### config.mk
export PLATFORM = sky130hd
export DESIGN_NAME = iba_top
export DESIGN_NICKNAME = d
export VERILOG_FILES = /design/src/hdl/iba_pkg.sv /design/src/hdl/iba_top.sv
export SDC_FILE = /design/constraint.sdc
export NUM_CORES = 1
export LEC_CHECK = 0
export BUFFER_PORTS_ARGS = -buffer_cell sky130_fd_sc_hd__buf_2
export CAP_MARGIN = 20
export CELL_PAD_IN_SITES_DETAIL_PLACEMENT = 1
export CELL_PAD_IN_SITES_GLOBAL_PLACEMENT = 1
export CORE_UTILIZATION = 51
export DETAILED_ROUTE_END_ITERATION = 8
export PLACE_DENSITY_LB_ADDON = 0.3
export SLEW_MARGIN = 5
export SYNTH_ARGS = -nofsm -noshare
export SYNTH_HDL_FRONTEND = slang
export SYNTH_SLANG_ARGS = --single-unit
### constraint.sdc
create_clock -name ref_clk -period 9 [get_ports ref_clk]
set_input_delay 0.45 -clock ref_clk [delete_from_list [all_inputs] [get_ports ref_clk]]
set_output_delay 0.45 -clock ref_clk [all_outputs]
set_load 0.1 [all_outputs]
### src/hdl/iba_pkg.sv
// Package: constants, tables and carrier types of the two-wire rate and address block
package iba_pkg;

  // ----------------------------------------------------------------
  // Register offsets
  // ----------------------------------------------------------------
  localparam logic [7:0] IBA_OFF_OWN_ADDR  = 8'h00;
  localparam logic [7:0] IBA_OFF_RATE_DIV  = 8'h01;
  localparam logic [7:0] IBA_OFF_CTRL      = 8'h02;
  localparam logic [7:0] IBA_OFF_IRQ_STAT  = 8'h03;
  localparam logic [7:0] IBA_OFF_IRQ_CLR   = 8'h04;
  localparam logic [7:0] IBA_OFF_IRQ_EN    = 8'h05;

  // ----------------------------------------------------------------
  // Field positions
  // ----------------------------------------------------------------
  localparam int IBA_ADDR_LSB      = 1;
  localparam int IBA_RATE_MULTIPLIER_SELECT_HI       = 7;
  localparam int IBA_RATE_MULTIPLIER_SELECT_LO       = 6;
  localparam int IBA_RIDX_HI       = 5;
  localparam int IBA_RIDX_LO       = 0;
  localparam int IBA_CTRL_EN       = 7;
  localparam int IBA_CTRL_MASTER   = 5;
  localparam int IBA_CTRL_SDA_BIT  = 0;
  localparam int IBA_EV_ADDR_HIT   = 0;
  localparam int IBA_EV_ARB_LOST   = 1;
  localparam int IBA_STAT_BUSY     = 7;
  localparam int IBA_NEV           = 2;

  // ----------------------------------------------------------------
  // Encodings, reset values, counts
  // ----------------------------------------------------------------
  localparam logic [1:0] IBA_MUL_X1    = 2'h0;
  localparam logic [1:0] IBA_MUL_X2    = 2'h1;
  localparam logic [1:0] IBA_MUL_X4    = 2'h2;
  localparam logic [7:0] IBA_REG_RST   = 8'h00;
  localparam logic [3:0] IBA_ADDR_BITS = 4'h8;

  // Serial clock divider per rate index
  localparam logic [11:0] IBA_SCL_DIV [64] = '{
    12'h014, 12'h016, 12'h018, 12'h01A, 12'h01C, 12'h01E, 12'h022, 12'h028,
    12'h01C, 12'h020, 12'h024, 12'h028, 12'h02C, 12'h030, 12'h038, 12'h044,
    12'h030, 12'h038, 12'h040, 12'h048, 12'h050, 12'h058, 12'h068, 12'h080,
    12'h050, 12'h060, 12'h070, 12'h080, 12'h090, 12'h0A0, 12'h0C0, 12'h0F0,
    12'h0A0, 12'h0C0, 12'h0E0, 12'h100, 12'h120, 12'h140, 12'h180, 12'h1E0,
    12'h140, 12'h180, 12'h1C0, 12'h200, 12'h240, 12'h280, 12'h300, 12'h3C0,
    12'h280, 12'h300, 12'h380, 12'h400, 12'h480, 12'h500, 12'h600, 12'h780,
    12'h500, 12'h600, 12'h700, 12'h800, 12'h900, 12'hA00, 12'hC00, 12'hF00};

  // Data hold count per rate index, in bus clock periods
  localparam logic [9:0] IBA_SDA_HOLD [64] = '{
    10'h007, 10'h007, 10'h008, 10'h008, 10'h009, 10'h009, 10'h00A, 10'h00A,
    10'h007, 10'h007, 10'h009, 10'h009, 10'h00B, 10'h00B, 10'h00D, 10'h00D,
    10'h009, 10'h009, 10'h00D, 10'h00D, 10'h011, 10'h011, 10'h015, 10'h015,
    10'h009, 10'h009, 10'h011, 10'h011, 10'h019, 10'h019, 10'h021, 10'h021,
    10'h011, 10'h011, 10'h021, 10'h021, 10'h031, 10'h031, 10'h041, 10'h041,
    10'h021, 10'h021, 10'h041, 10'h041, 10'h061, 10'h061, 10'h081, 10'h081,
    10'h041, 10'h041, 10'h081, 10'h081, 10'h0C1, 10'h0C1, 10'h101, 10'h101,
    10'h081, 10'h081, 10'h101, 10'h101, 10'h181, 10'h181, 10'h201, 10'h201};

  // ----------------------------------------------------------------
  // Carrier types
  // ----------------------------------------------------------------
  typedef struct packed {
    logic [7:0] addr;
    logic [7:0] wdata;
    logic       wr;
    logic       rd;
  } iba_reg_req_s;

  typedef struct packed {
    logic scl;
    logic sda;
  } iba_pin_in_s;

  typedef struct packed {
    logic scl_o;
    logic scl_oe;
    logic sda_o;
    logic sda_oe;
  } iba_pin_out_s;

  typedef enum logic [1:0] {
    IBA_SL_IDLE = 2'b00,
    IBA_SL_ADDR = 2'b01,
    IBA_SL_ACK  = 2'b10,
    IBA_SL_HIT  = 2'b11
  } iba_slave_e;

  typedef struct packed {
    logic scl1;
    logic scl2;
    logic scl3;
    logic sda1;
    logic sda2;
    logic sda3;
  } iba_sync_s;

  typedef struct packed {
    logic [6:0]         own_addr;
    logic [7:0]         rate;
    logic               en;
    logic               master;
    logic               sda_bit;
    logic [IBA_NEV-1:0] irq_stat;
    logic [IBA_NEV-1:0] irq_en;
    logic               busy;
    iba_slave_e         sl;
    logic [7:0]         shreg;
    logic [3:0]         bitcnt;
    logic [13:0]        div_cnt;
    logic               scl_low;
    logic [9:0]         hold_cnt;
    logic               hold_run;
    logic               sda_low;
    logic               irq;
    logic [7:0]         rdata;
  } iba_core_s;

  typedef struct packed {
    iba_sync_s sync;
    iba_core_s core;
  } iba_state_s;

  localparam iba_core_s IBA_CORE_RST = '0;
  localparam iba_sync_s IBA_SYNC_RST = '1;

endpackage

### src/hdl/iba_top.sv
// Two-wire bus controller: own address, bit rate, data hold and power mode handling
// Operation
// Serial rate reaches bus clock divided by twenty at the smallest setting.
// Sixty-four serial clock frequencies are selectable through the rate index.
// Behaviour is the same in normal and debug monitor modes.
// In wait mode the block keeps working and its interrupt can wake.
// In stop3 all bus activity stops.
// A plain stop leaves all register contents untouched. Code clears the busy flag while stop3_mode is held.
// Stop2 or stop1 returns every register to its reset value.
// As slave, answer only the address held in the own-address register.
// Multiplier code selects factor one, two or four; code three reserved.
// Six-bit rate index selects both clock divider and hold count.
// Serial rate is bus clock over multiplier times divider.
// Data line changes only hold-count clocks after each serial clock fall.
// Software changes multiplier and index together for a different hold count.
// Lost arbitration raises an interrupt and drops to slave operation.
// Own address called on the bus raises an interrupt.
// Bus busy is detected from start to stop and reported.
// Fixed table maps each rate index to divider and hold count.
// Own address sits in bits seven to one; bit zero reads zero.
// Reserved multiplier code acts as factor one.
`timescale 1ns/10ps

module iba_top
  import iba_pkg::*;
(
  input  wire logic          ref_clk,
  input  wire logic          nrst,
  input  wire iba_reg_req_s  reg_req,
  output logic [7:0]         reg_rdata,
  input  wire logic          stop3_mode,
  input  wire logic          deep_stop,
  input  wire iba_pin_in_s   pin_in,
  output iba_pin_out_s       pin_out,
  output logic               bus_busy,
  output logic               irq
);

  // ----------------------------------------------------------------
  // State
  // ----------------------------------------------------------------
  iba_state_s         st_ff;
  iba_state_s         nxt_st;
  logic               scl_rise;
  logic               scl_fall;
  logic               sda_rise;
  logic               sda_fall;
  logic               active;
  logic               start_c;
  logic               stop_c;
  logic [5:0]         ridx;
  logic [13:0]        div14;
  logic [13:0]        total;
  logic [13:0]        half;
  logic [IBA_NEV-1:0] ev;
  logic [IBA_NEV-1:0] clr;
  logic               want_low;

  // ----------------------------------------------------------------
  // Next state
  // ----------------------------------------------------------------
  always_comb begin
    nxt_st = st_ff;
    ev     = '0;
    clr    = '0;

    // Pins are asynchronous to ref_clk
    nxt_st.sync.scl1 = pin_in.scl;
    nxt_st.sync.scl2 = st_ff.sync.scl1;
    nxt_st.sync.scl3 = st_ff.sync.scl2;
    nxt_st.sync.sda1 = pin_in.sda;
    nxt_st.sync.sda2 = st_ff.sync.sda1;
    nxt_st.sync.sda3 = st_ff.sync.sda2;

    scl_rise = st_ff.sync.scl2 & ~st_ff.sync.scl3;
    scl_fall = ~st_ff.sync.scl2 & st_ff.sync.scl3;
    sda_rise = st_ff.sync.sda2 & ~st_ff.sync.sda3;
    sda_fall = ~st_ff.sync.sda2 & st_ff.sync.sda3;

    // No mode input for debug monitor: behaviour cannot differ
    active  = st_ff.core.en & ~stop3_mode;
    start_c = active & st_ff.sync.scl2 & st_ff.sync.scl3 & sda_fall;
    stop_c  = active & st_ff.sync.scl2 & st_ff.sync.scl3 & sda_rise;

    ridx  = st_ff.core.rate[IBA_RIDX_HI:IBA_RIDX_LO];
    div14 = {2'b00, IBA_SCL_DIV[ridx]};
    case (st_ff.core.rate[IBA_RATE_MULTIPLIER_SELECT_HI:IBA_RATE_MULTIPLIER_SELECT_LO])
      IBA_MUL_X1: total = div14;
      IBA_MUL_X2: total = div14 << 1;
      IBA_MUL_X4: total = div14 << 2;
      default:    total = div14;
    endcase
    half = total >> 1;

    // --------------------------------------------------------------
    // Register writes
    // --------------------------------------------------------------
    if (reg_req.wr) begin
      case (reg_req.addr)
        IBA_OFF_OWN_ADDR: begin
          nxt_st.core.own_addr = reg_req.wdata[7:IBA_ADDR_LSB];
        end
        IBA_OFF_RATE_DIV: begin
          nxt_st.core.rate = reg_req.wdata;
        end
        IBA_OFF_CTRL: begin
          nxt_st.core.en      = reg_req.wdata[IBA_CTRL_EN];
          nxt_st.core.master  = reg_req.wdata[IBA_CTRL_MASTER];
          nxt_st.core.sda_bit = reg_req.wdata[IBA_CTRL_SDA_BIT];
        end
        IBA_OFF_IRQ_CLR: begin
          clr = reg_req.wdata[IBA_NEV-1:0];
        end
        IBA_OFF_IRQ_EN: begin
          nxt_st.core.irq_en = reg_req.wdata[IBA_NEV-1:0];
        end
        default: begin
        end
      endcase
    end

    // --------------------------------------------------------------
    // Bus busy
    // --------------------------------------------------------------
    if (start_c) begin
      nxt_st.core.busy = 1'b1;
    end else if (stop_c || !active) begin
      nxt_st.core.busy = 1'b0;
    end

    // --------------------------------------------------------------
    // Slave address recognition
    // --------------------------------------------------------------
    if (!active) begin
      nxt_st.core.sl = IBA_SL_IDLE;
    end else if (start_c) begin
      nxt_st.core.sl     = IBA_SL_ADDR;
      nxt_st.core.bitcnt = 4'h0;
    end else if (stop_c) begin
      nxt_st.core.sl = IBA_SL_IDLE;
    end else begin
      case (st_ff.core.sl)
        IBA_SL_IDLE: begin
        end
        IBA_SL_ADDR: begin
          if (scl_rise) begin
            nxt_st.core.shreg  = {st_ff.core.shreg[6:0], st_ff.sync.sda2};
            nxt_st.core.bitcnt = 4'(st_ff.core.bitcnt + 4'h1);
          end else if (scl_fall && st_ff.core.bitcnt == IBA_ADDR_BITS) begin
            if (st_ff.core.shreg[7:1] == st_ff.core.own_addr) begin
              nxt_st.core.sl       = IBA_SL_ACK;
              ev[IBA_EV_ADDR_HIT]  = 1'b1;
            end else begin
              nxt_st.core.sl = IBA_SL_IDLE;
            end
          end
        end
        IBA_SL_ACK: begin
          if (scl_fall) begin
            nxt_st.core.sl = IBA_SL_HIT;
          end
        end
        IBA_SL_HIT: begin
        end
        default: begin
          nxt_st.core.sl = IBA_SL_IDLE;
        end
      endcase
    end

    // --------------------------------------------------------------
    // Serial clock generation
    // --------------------------------------------------------------
    // Fixed half periods, no stretch wait: keeps the rate exact
    if (active && st_ff.core.master) begin
      if (st_ff.core.div_cnt >= 14'(half - 14'h0001)) begin
        nxt_st.core.div_cnt = 14'h0000;
        nxt_st.core.scl_low = ~st_ff.core.scl_low;
      end else begin
        nxt_st.core.div_cnt = 14'(st_ff.core.div_cnt + 14'h0001);
      end
    end else begin
      nxt_st.core.div_cnt = 14'h0000;
      nxt_st.core.scl_low = 1'b0;
    end

    // --------------------------------------------------------------
    // Arbitration
    // --------------------------------------------------------------
    // Released SDA seen low at clock rise: another master owns the bus
    if (active && st_ff.core.master && !st_ff.core.sda_low && scl_rise && !st_ff.sync.sda2) begin
      nxt_st.core.master   = 1'b0;
      nxt_st.core.scl_low  = 1'b0;
      nxt_st.core.div_cnt  = 14'h0000;
      ev[IBA_EV_ARB_LOST]  = 1'b1;
    end

    // --------------------------------------------------------------
    // Data line drive with hold delay
    // --------------------------------------------------------------
    want_low = (nxt_st.core.master & ~nxt_st.core.sda_bit) | (nxt_st.core.sl == IBA_SL_ACK);
    if (!active || ev[IBA_EV_ARB_LOST]) begin
      nxt_st.core.hold_run = 1'b0;
      nxt_st.core.sda_low  = 1'b0;
    end else if (scl_fall) begin
      nxt_st.core.hold_run = 1'b1;
      nxt_st.core.hold_cnt = 10'(IBA_SDA_HOLD[ridx] - 10'h001);
    end else if (st_ff.core.hold_run) begin
      if (st_ff.core.hold_cnt == 10'h000) begin
        nxt_st.core.hold_run = 1'b0;
        nxt_st.core.sda_low  = want_low;
      end else begin
        nxt_st.core.hold_cnt = 10'(st_ff.core.hold_cnt - 10'h001);
      end
    end else if (st_ff.core.master && st_ff.sync.scl2 && !st_ff.core.scl_low) begin
      // Clock high and no hold pending: start and stop conditions
      nxt_st.core.sda_low = want_low;
    end

    // --------------------------------------------------------------
    // Interrupts
    // --------------------------------------------------------------
    // Set beats a clear in the same cycle
    nxt_st.core.irq_stat = (st_ff.core.irq_stat & ~clr) | ev;
    nxt_st.core.irq      = |(nxt_st.core.irq_stat & nxt_st.core.irq_en);

    // --------------------------------------------------------------
    // Register reads
    // --------------------------------------------------------------
    nxt_st.core.rdata = 8'h00;
    if (reg_req.rd) begin
      case (reg_req.addr)
        IBA_OFF_OWN_ADDR: nxt_st.core.rdata = {st_ff.core.own_addr, 1'b0};
        IBA_OFF_RATE_DIV: nxt_st.core.rdata = st_ff.core.rate;
        IBA_OFF_CTRL: begin
          nxt_st.core.rdata[IBA_CTRL_EN]      = st_ff.core.en;
          nxt_st.core.rdata[IBA_CTRL_MASTER]  = st_ff.core.master;
          nxt_st.core.rdata[IBA_CTRL_SDA_BIT] = st_ff.core.sda_bit;
        end
        IBA_OFF_IRQ_STAT: begin
          nxt_st.core.rdata[IBA_NEV-1:0]   = st_ff.core.irq_stat;
          nxt_st.core.rdata[IBA_STAT_BUSY] = st_ff.core.busy;
        end
        IBA_OFF_IRQ_EN: nxt_st.core.rdata[IBA_NEV-1:0] = st_ff.core.irq_en;
        default:        nxt_st.core.rdata = 8'h00;
      endcase
    end

    // stop3_mode freezes activity and clears busy; other registers are kept
    if (deep_stop) begin
      nxt_st.core = IBA_CORE_RST;
    end
  end

  // ----------------------------------------------------------------
  // Registers
  // ----------------------------------------------------------------
  always_ff @(posedge ref_clk or negedge nrst) begin
    if (!nrst) begin
      st_ff.sync <= IBA_SYNC_RST;
      st_ff.core <= IBA_CORE_RST;
    end else begin
      st_ff <= nxt_st;
    end
  end

  // ----------------------------------------------------------------
  // Outputs
  // ----------------------------------------------------------------
  // Open-drain: only ever pull low
  assign pin_out.scl_o  = 1'b0;
  assign pin_out.scl_oe = st_ff.core.scl_low;
  assign pin_out.sda_o  = 1'b0;
  assign pin_out.sda_oe = st_ff.core.sda_low;
  assign reg_rdata      = st_ff.core.rdata;
  assign bus_busy       = st_ff.core.busy;
  assign irq            = st_ff.core.irq;

endmodule

==> flow_metrics.py, run 1 <==
metrics = {
    "synth": {
        "post_synth_inst_count": 647,
        "synth_edf_count": 0,
        "synth_area_leaders": "dfrtp_1 (33%), ha_1 (7.4%), nand2_1 (6.0%), nor2_1 (4.0%), a21oi_1 (3.7%)",
        "yosysMostFrequentCell": "nand2_1",
        "synth_ff_type": "dfrtp_1",
        "synth_top_area_frac": 0.3255,
        "syn_avg_cell_area_um2": 8.675,
        "synth-seq-cells": 79,
        "synth_cell_type_count": 74,
        "syn_area_um2": 5613,
        "synth_top_area_cell": "dfrtp_1",
        "ys_warn_count": 0,
        "seq_area_frac_synth": 0.3535,
        "async_flop_share": 1.000,
        "yosys-top-cells-count": "nand2_1 (89), dfrtp_1 (73), nor2_1 (60)",
    },
    "floorplanning": {
        "die_h_um": 106.9,
        "ioPinCount": 38,
        "die_area_um2": 11430,
        "rows": 37,
        "coreArea_um2": 10510,
        "die_w_um": 106.9,
        "initial_core_util": 0.5341,
    },
    "timing": {
        "max_freq_mhz": 169.6,
        "max_slew_margin": 0.3334,
        "slew_viol_final": 0,
        "rsz0062_at_grt": "no",
        "skew_ns": 0.01217,
        "hold_viol": 0,
        "final.setup.tns_ns": 0,
        "finalSetupViolations": 0,
        "setup_ws_ns": 3.103,
        "period_needed_ns": 5.897,
        "finalCritPeriodShare": 0.6552,
        "worstMarginPinSlew_ns": 0.9999,
    },
    "drt": {
        "vias_per_cell": 6.195,
        "first_pass_iters": 5,
        "wl_per_cell_um": 19.68,
        "num_vias": 4925,
        "postRouteAntennaNets": 0,
        "drt_iter0_markers": 285,
        "drc_errors": 0,
        "drt_wl_total_um": 15650,
    },
    "setup_path": {
        "arrival_ns": 6.17,
        "r2r_end": "st_ff[28]",
        "path_cells": "inv_1, ha_1, mux2_2, a32oi_1, a21oi_1, o31ai_2, nand4_2, nor4b_4, nand2_1, xor2_1, ha_1, nand4_1, nor4_1, a2111oi_0, nand4_1, nor2_1",
        "path_class": "register to register",
        "r2r_slack_ns": 3.10,
        "crit_required_ns": 9.27,
        "crit_fanout": 17,
        "cp_slowest_cell": "dfrtp_1",
        "worstSetupEndpointType": "register",
        "critical-path-max-stage-delay_ns": 0.73,
        "ff2ff_path_depth": 16,
        "r2r-start": "ridx[1]",
        "critical_path.startpoint_type": "register",
    },
    "pwr": {
        "ir_drop_mv": 0.09510,
        "leakage_nw": 2.569,
        "p_per_area_nw_per_um2": 120.0,
    },
    "cts": {
        "path_clk_slew_ns": 0.09,
        "clk_path_buf_depth": 2,
        "cts_sinks": 79,
        "post_cts_buffers": 0,
        "cts_made_buffers": 9,
        "clock_latency_ns": 0.37,
        "cts_tree": "yes",
        "cts_root_buffer": "clkbuf_8",
        "cts-resized-gates": 0,
        "htreeDepth": 3,
        "hold_buffers": 0,
    },
    "global_routing": {
        "grt_use_total": 0.2979,
        "grt_pass1_wl_um": 26560,
        "grt_max_degree": 80,
        "gr-total-overflow": 0,
        "antenna_found_initial": 0,
        "grt_pass1_vias": 5193,
    },
    "placed_design": {
        "pre_cts_ws_ns": 3.179,
        "hpwl_um": 11340,
        "gp_congestion": 0.8703,
        "portBuffers": 35,
    },
    "worst_hold_path": {
        "hold_start": "pin_in[0]",
        "holdPathEnd": "nxt_st[74]",
        "holdPathStages": 1,
        "hold_path_class": "input port to register",
    },
    "run": {
        "drv_cap": 0,
    },
    "outcome": {
        "outcome": "complete, no violations",
    },
    "final_layout": {
        "syn_to_final_growth_pct": 7.312,
        "n_antenna_cell": 0,
        "fin_nets": 712,
        "drive_gt1_frac": 0.1108,
    },
}
[stage by stage]
stage	power, W	util	cell area, um2	hold slack (ns)	cells
5_1_grt	0.0007450	0.5732	6023	0.1680	795
2_1_floorplan	0.0003829	-	5617	0.1544	648
6_report	0.0007229	0.5732	6023	0.1816	795
3_5_place_dp	0.0004003	0.5472	5751	0.3475	779
3_3_place_gp	0.0003991	0.5472	5751	0.3458	779
4_1_cts	0.0007294	0.5705	5996	0.1680	794
[critical path: cells and delay by family, from the launching register on]
kind                     cells  cell delay [ns]
AND/OR/NAND/NOR              7             1.88
AO/OA/AOI/OAI                4             1.65
flip-flops                   1             0.73
adder cells (fa/ha/maj)      2             0.73
multiplexers                 1             0.36
buffers and inverters        1             0.27
XOR/XNOR                     1             0.16
[sequential cells by signal, indices dropped and copies added, names as in the netlist]
register   flops
st_ff         57
reg_rdata      8
ridx           6
nxt_st         4
pin_out        2
bus_busy       1
irq            1
[cells in the final DEF (no fill, tap or decap), drive strengths merged, types with 4 or more instances in the layout]
master / netlist / layout
nand4: 17 / 17
mux2i: 8 / 8
a31oi: 7 / 7
dfstp: 6 / 6
a21boi: 4 / 4
a22oi: 9 / 9
nor2: 60 / 60
buf: 24 / 38
nand2b: 11 / 11
and3: 5 / 5
nor3: 15 / 15
nand3: 32 / 32
a221oi: 4 / 4
xor2: 20 / 20
dfrtp: 73 / 73
a21oi: 42 / 42
ha: 33 / 33
a2111oi: 4 / 4
clkbuf: 18 / 12
xnor2: 24 / 24
a22o: 8 / 8
o32ai: 4 / 4
nand2: 89 / 89
nor2b: 11 / 11
nor3b: 6 / 6
o31ai: 4 / 4
and2: 9 / 9
inv: 21 / 21
o22ai: 5 / 5
o21ai: 19 / 19
[layer usage]
metal,up-vias,share of wire,track usage,routed length [um]
met1,2492,0.42,0.3758,6621
met5,-,0,0,0
met4,0,0.020,0.1057,317
li1,2316,-,-,-
met2,90,0.52,0.5235,8126
met3,27,0.037,0.03647,579
[kinds of logic (layout without fill, tap and decap cells)]
group / after synthesis / count (layout) / share of synthesized area
xor gates and xnor gates: 44 / 44 / 0.06866
muxes: 13 / 13 / 0.02898
other: 1 / 2 / 0.0006681
buffers and inverters: 63 / 74 / 0.05484
adders and majority gates: 33 / 33 / 0.07356
AOI/OAI and AO/OA: 141 / 141 / 0.1815
DFF: 79 / 79 / 0.3535
and+or+nand+nor: 273 / 273 / 0.2383
[area by class of cell]
class / instances / area, um2
repair buffers: 38 / 220.2
flip-flops and latches: 79 / 1984
fillers: 1246 / 4486
clock buffers: 12 / 155.1
multi-input cells: 506 / 3324
inverters: 21 / 78.83
clock inverters: 3 / 90.09
well taps: 136 / 170.2
[worst max-delay path by stage]
stage	startpoint	to	slack, ns	depth (start not counted)
2_1_floorplan	ridx[1]	st_ff[28]	4.33	18
3_3_place_gp	ridx[1]	st_ff[29]	3.81	16
3_5_place_dp	ridx[1]	st_ff[28]	3.18	16
4_1_cts	ridx[1]	st_ff[28]	3.11	16
5_1_grt	ridx[1]	st_ff[28]	2.56	16
6_report	ridx[1]	st_ff[28]	3.10	16
[report_power, final]
group	internal, W	leakage (nW)	switching, W
logic	0.00000736	1.36	0.0000263
registers	0.000357	1.08	0.00000247
clock network	0.000198	0.123	0.000131
Power figures use the tool's default switching activity.
==> run 2, diff against run 1 <==
CORE_UTILIZATION = 43   (was 51)
clock period = 5.1 ns   (was 9 ns; I/O delays follow)
==> run 2 against run 1 <==
  * Register-to-register slack worse by 2.6 ns
  * Largest power group is now clock
  * Worst hold slack worse by 0.17 ns
  * Critical endpoint is now st_ff[32]
  * Clock skew down 0.0016 ns
==> flow_metrics.py, run 2 (synthesis results as in run 1) <==
metrics = {
    "global_routing": {
        "grt_use_total": 0.2463,
        "grt_use_met3": 0.03529,
        "grt_pass1_vias": 5019,
        "use_met2": 0.4225,
        "top_usage_layer": "met2",
        "gr-total-overflow": 0,
        "grt_max_degree": 80,
        "grt_pass1_wl_um": 25470,
        "grt_use_met1": 0.3137,
        "antenna_found_initial": 0,
    },
    "timing": {
        "max_freq_mhz": 216.1,
        "rsz0062_at_grt": "no",
        "skew_ns": 0.01059,
        "finalCritPeriodShare": 0.9072,
        "final.setup.tns_ns": 0,
        "worstMarginPinSlew_ns": 0.8844,
        "slew_viol_final": 0,
        "finalSetupViolations": 0,
        "max_slew_margin": 0.4104,
        "hold_viol": 0,
        "period_needed_ns": 4.626,
    },
    "placed_design": {
        "hpwl_um": 11250,
        "dpl-instance-area_um2": 5848,
        "dp_cells": 822,
        "portBuffers": 35,
        "gp_congestion": 0.8969,
    },
    "cts": {
        "path_clk_slew_ns": 0.06,
        "cts_root_buffer": "clkbuf_16",
        "post_cts_buffers": 0,
        "clk_path_buf_depth": 2,
        "cts_tree": "yes",
        "cts_made_buffers": 9,
        "cts_sinks": 79,
        "htreeDepth": 3,
        "clock_latency_ns": 0.36,
    },
    "setup_path": {
        "crit_required_ns": 5.38,
        "critical-path-max-stage-delay_ns": 0.50,
        "arrival_ns": 4.91,
        "r2r-start": "ridx[0]",
        "path_class": "register to register",
        "ff2ff_path_depth": 17,
        "cp_slowest_cell": "dfrtp_1",
        "r2r_slack_ns": 0.47,
        "crit_fanout": 14,
        "path_delay_family": "compound AO/OA/AOI/OAI gates",
        "critical_path.startpoint_type": "register",
        "worstSetupEndpointType": "register",
        "path_cells": "inv_1, ha_1, mux2_2, a32oi_1, a21boi_0, a221oi_4, nand4_2, nor4b_4, xor2_1, ha_1, a21o_1, a21oi_1, nor2b_1, o311ai_1, nand4_1, buf_4, nor2_1",
        "r2r_end": "st_ff[32]",
        "critPathBufInv": 2,
        "cp_common_cell": "ha_1",
    },
    "worst_hold_path": {
        "hold_start": "pin_in[1]",
        "hold_path_class": "input port to register",
        "holdPathStages": 1,
        "holdPathEnd": "nxt_st[77]",
    },
    "final_layout": {
        "fillCellCount": 1507,
        "postLayoutCoreUtil": 0.4913,
        "drive_gt1_frac": 0.1226,
        "syn_to_final_growth_pct": 10.90,
        "top_register": "st_ff",
        "fin_nets": 721,
        "largest_reg_flops": 57,
        "final_common_cell": "nand2_1",
        "n_antenna_cell": 0,
        "final_cell_count_no_fill": 841,
        "fin_area_um2": 6225,
        "most-common-layout-cells": "nand2_1 (89), dfrtp_1 (73), nor2_1 (60)",
    },
    "pwr": {
        "p_per_area_nw_per_um2": 225.7,
        "seqPwrFrac": 0.452,
        "p_int_w": 0.001080,
        "p_clk_frac": 0.502,
        "p_sw_frac": 0.2308,
        "leakage_nw": 2.652,
        "p_comb_frac": 0.045,
        "total_power_w": 0.001405,
        "power.switching_w": 0.0003243,
        "ir_drop_mv": 0.1752,
    },
    "floorplanning": {
        "die_h_um": 116.3,
        "ioPinCount": 38,
        "initial_core_util": 0.4430,
        "die_area_um2": 13510,
        "die_w_um": 116.3,
        "coreArea_um2": 12670,
        "rows": 41,
    },
    "drt": {
        "drc_errors": 0,
        "postRouteAntennaNets": 0,
        "wl_per_cell_um": 18.19,
        "num_vias": 4882,
        "drt_wl_total_um": 15300,
        "drt_iter0_markers": 331,
        "first_pass_iters": 4,
        "vias_per_cell": 5.805,
    },
    "outcome": {
        "outcome": "complete, no violations",
    },
    "run": {
        "drv_cap": 0,
    },
}
-- run 2: cell count changes in the layout (fill, tap and decap cells not counted) --
cell,change
clkbuf_8,-11
clkbuf_16,+9
buf_4,+7
clkinv_4,+2
dlygate4sd3_1,+2
a2111oi_0,-1
a2111oi_2,+1
bufinv_16,-1
clkinv_2,+1
inv_8,+1
o311ai_0,-1
o311ai_1,+1
-- run 2: what timing repair did --
action	CTS	global route
hold buffers	1	1
endpoints found under the hold margin	1	28
setup endpoints to repair	0	14
resized for setup	0	3
-- run 2: power groups by stage --
stage                     Clock, W  Sequential [W]  Combinational, W
after detailed placement         0        0.000647         0.0000607
after floorplan                  0        0.000645         0.0000308
final                     0.000706        0.000635         0.0000639
after CTS                 0.000723        0.000635         0.0000614
after global placement           0        0.000646         0.0000590
after global routing      0.000747        0.000635         0.0000707
-- run 2: worst max path at each step --
stage | cells past startpoint | slack (ns) | endpoint | start
finish | 17 | 0.47 | st_ff[32] | ridx[0]
global route | 17 | 0.11 | st_ff[35] | ridx[0]
CTS | 17 | 0.22 | st_ff[32] | ridx[0]
detailed placement | 17 | 0.26 | st_ff[29] | ridx[0]
global placement | 17 | 0.59 | st_ff[35] | ridx[0]
floorplan | 18 | 0.43 | st_ff[28] | ridx[1]
-- run 2: final cells by class --
type / instances / area (um2) / area share
Multi-Input combinational cell: 506 / 3331 / 0.5351
Sequential cell: 79 / 1984 / 0.3188
Tap cell: 172 / 215.2 / 0.03457
Clock inverter: 6 / 93.84 / 0.01508
Timing Repair Buffer: 47 / 292.8 / 0.04704
Inverter: 21 / 78.83 / 0.01266
Clock buffer: 10 / 229.0 / 0.03678
-- run 2: per-stage QoR --
stage	hold slack [ns]	setup slack, ns
after floorplan	-0.04059	0.4337
after global routing	0.003337	0.1107
after detailed placement	0.3504	0.2602
final	0.006575	0.4735
after global placement	0.3454	0.5935
after CTS	0.0007286	0.2200
-- run 2: routing by layer --
| metal | vias to the layer above | wire [um] |
|---|---|---|
| met3 | 15 | 435 |
| met5 | - | 0 |
| met2 | 63 | 7473 |
| met1 | 2463 | 7166 |
| li1 | 2341 | - |
| met4 | 0 | 224 |
-- run 2: worst register-to-register path, cell delays in order, from the launching register on --
cell	delay, ns
dfrtp_1	0.50
inv_1	0.19
ha_1	0.39
mux2_2	0.36
a32oi_1	0.31
a21boi_0	0.23
a221oi_4	0.32
nand4_2	0.18
nor4b_4	0.36
xor2_1	0.20
ha_1	0.28
a21o_1	0.18
a21oi_1	0.14
nor2b_1	0.06
o311ai_1	0.38
nand4_1	0.15
buf_4	0.21
nor2_1	0.12
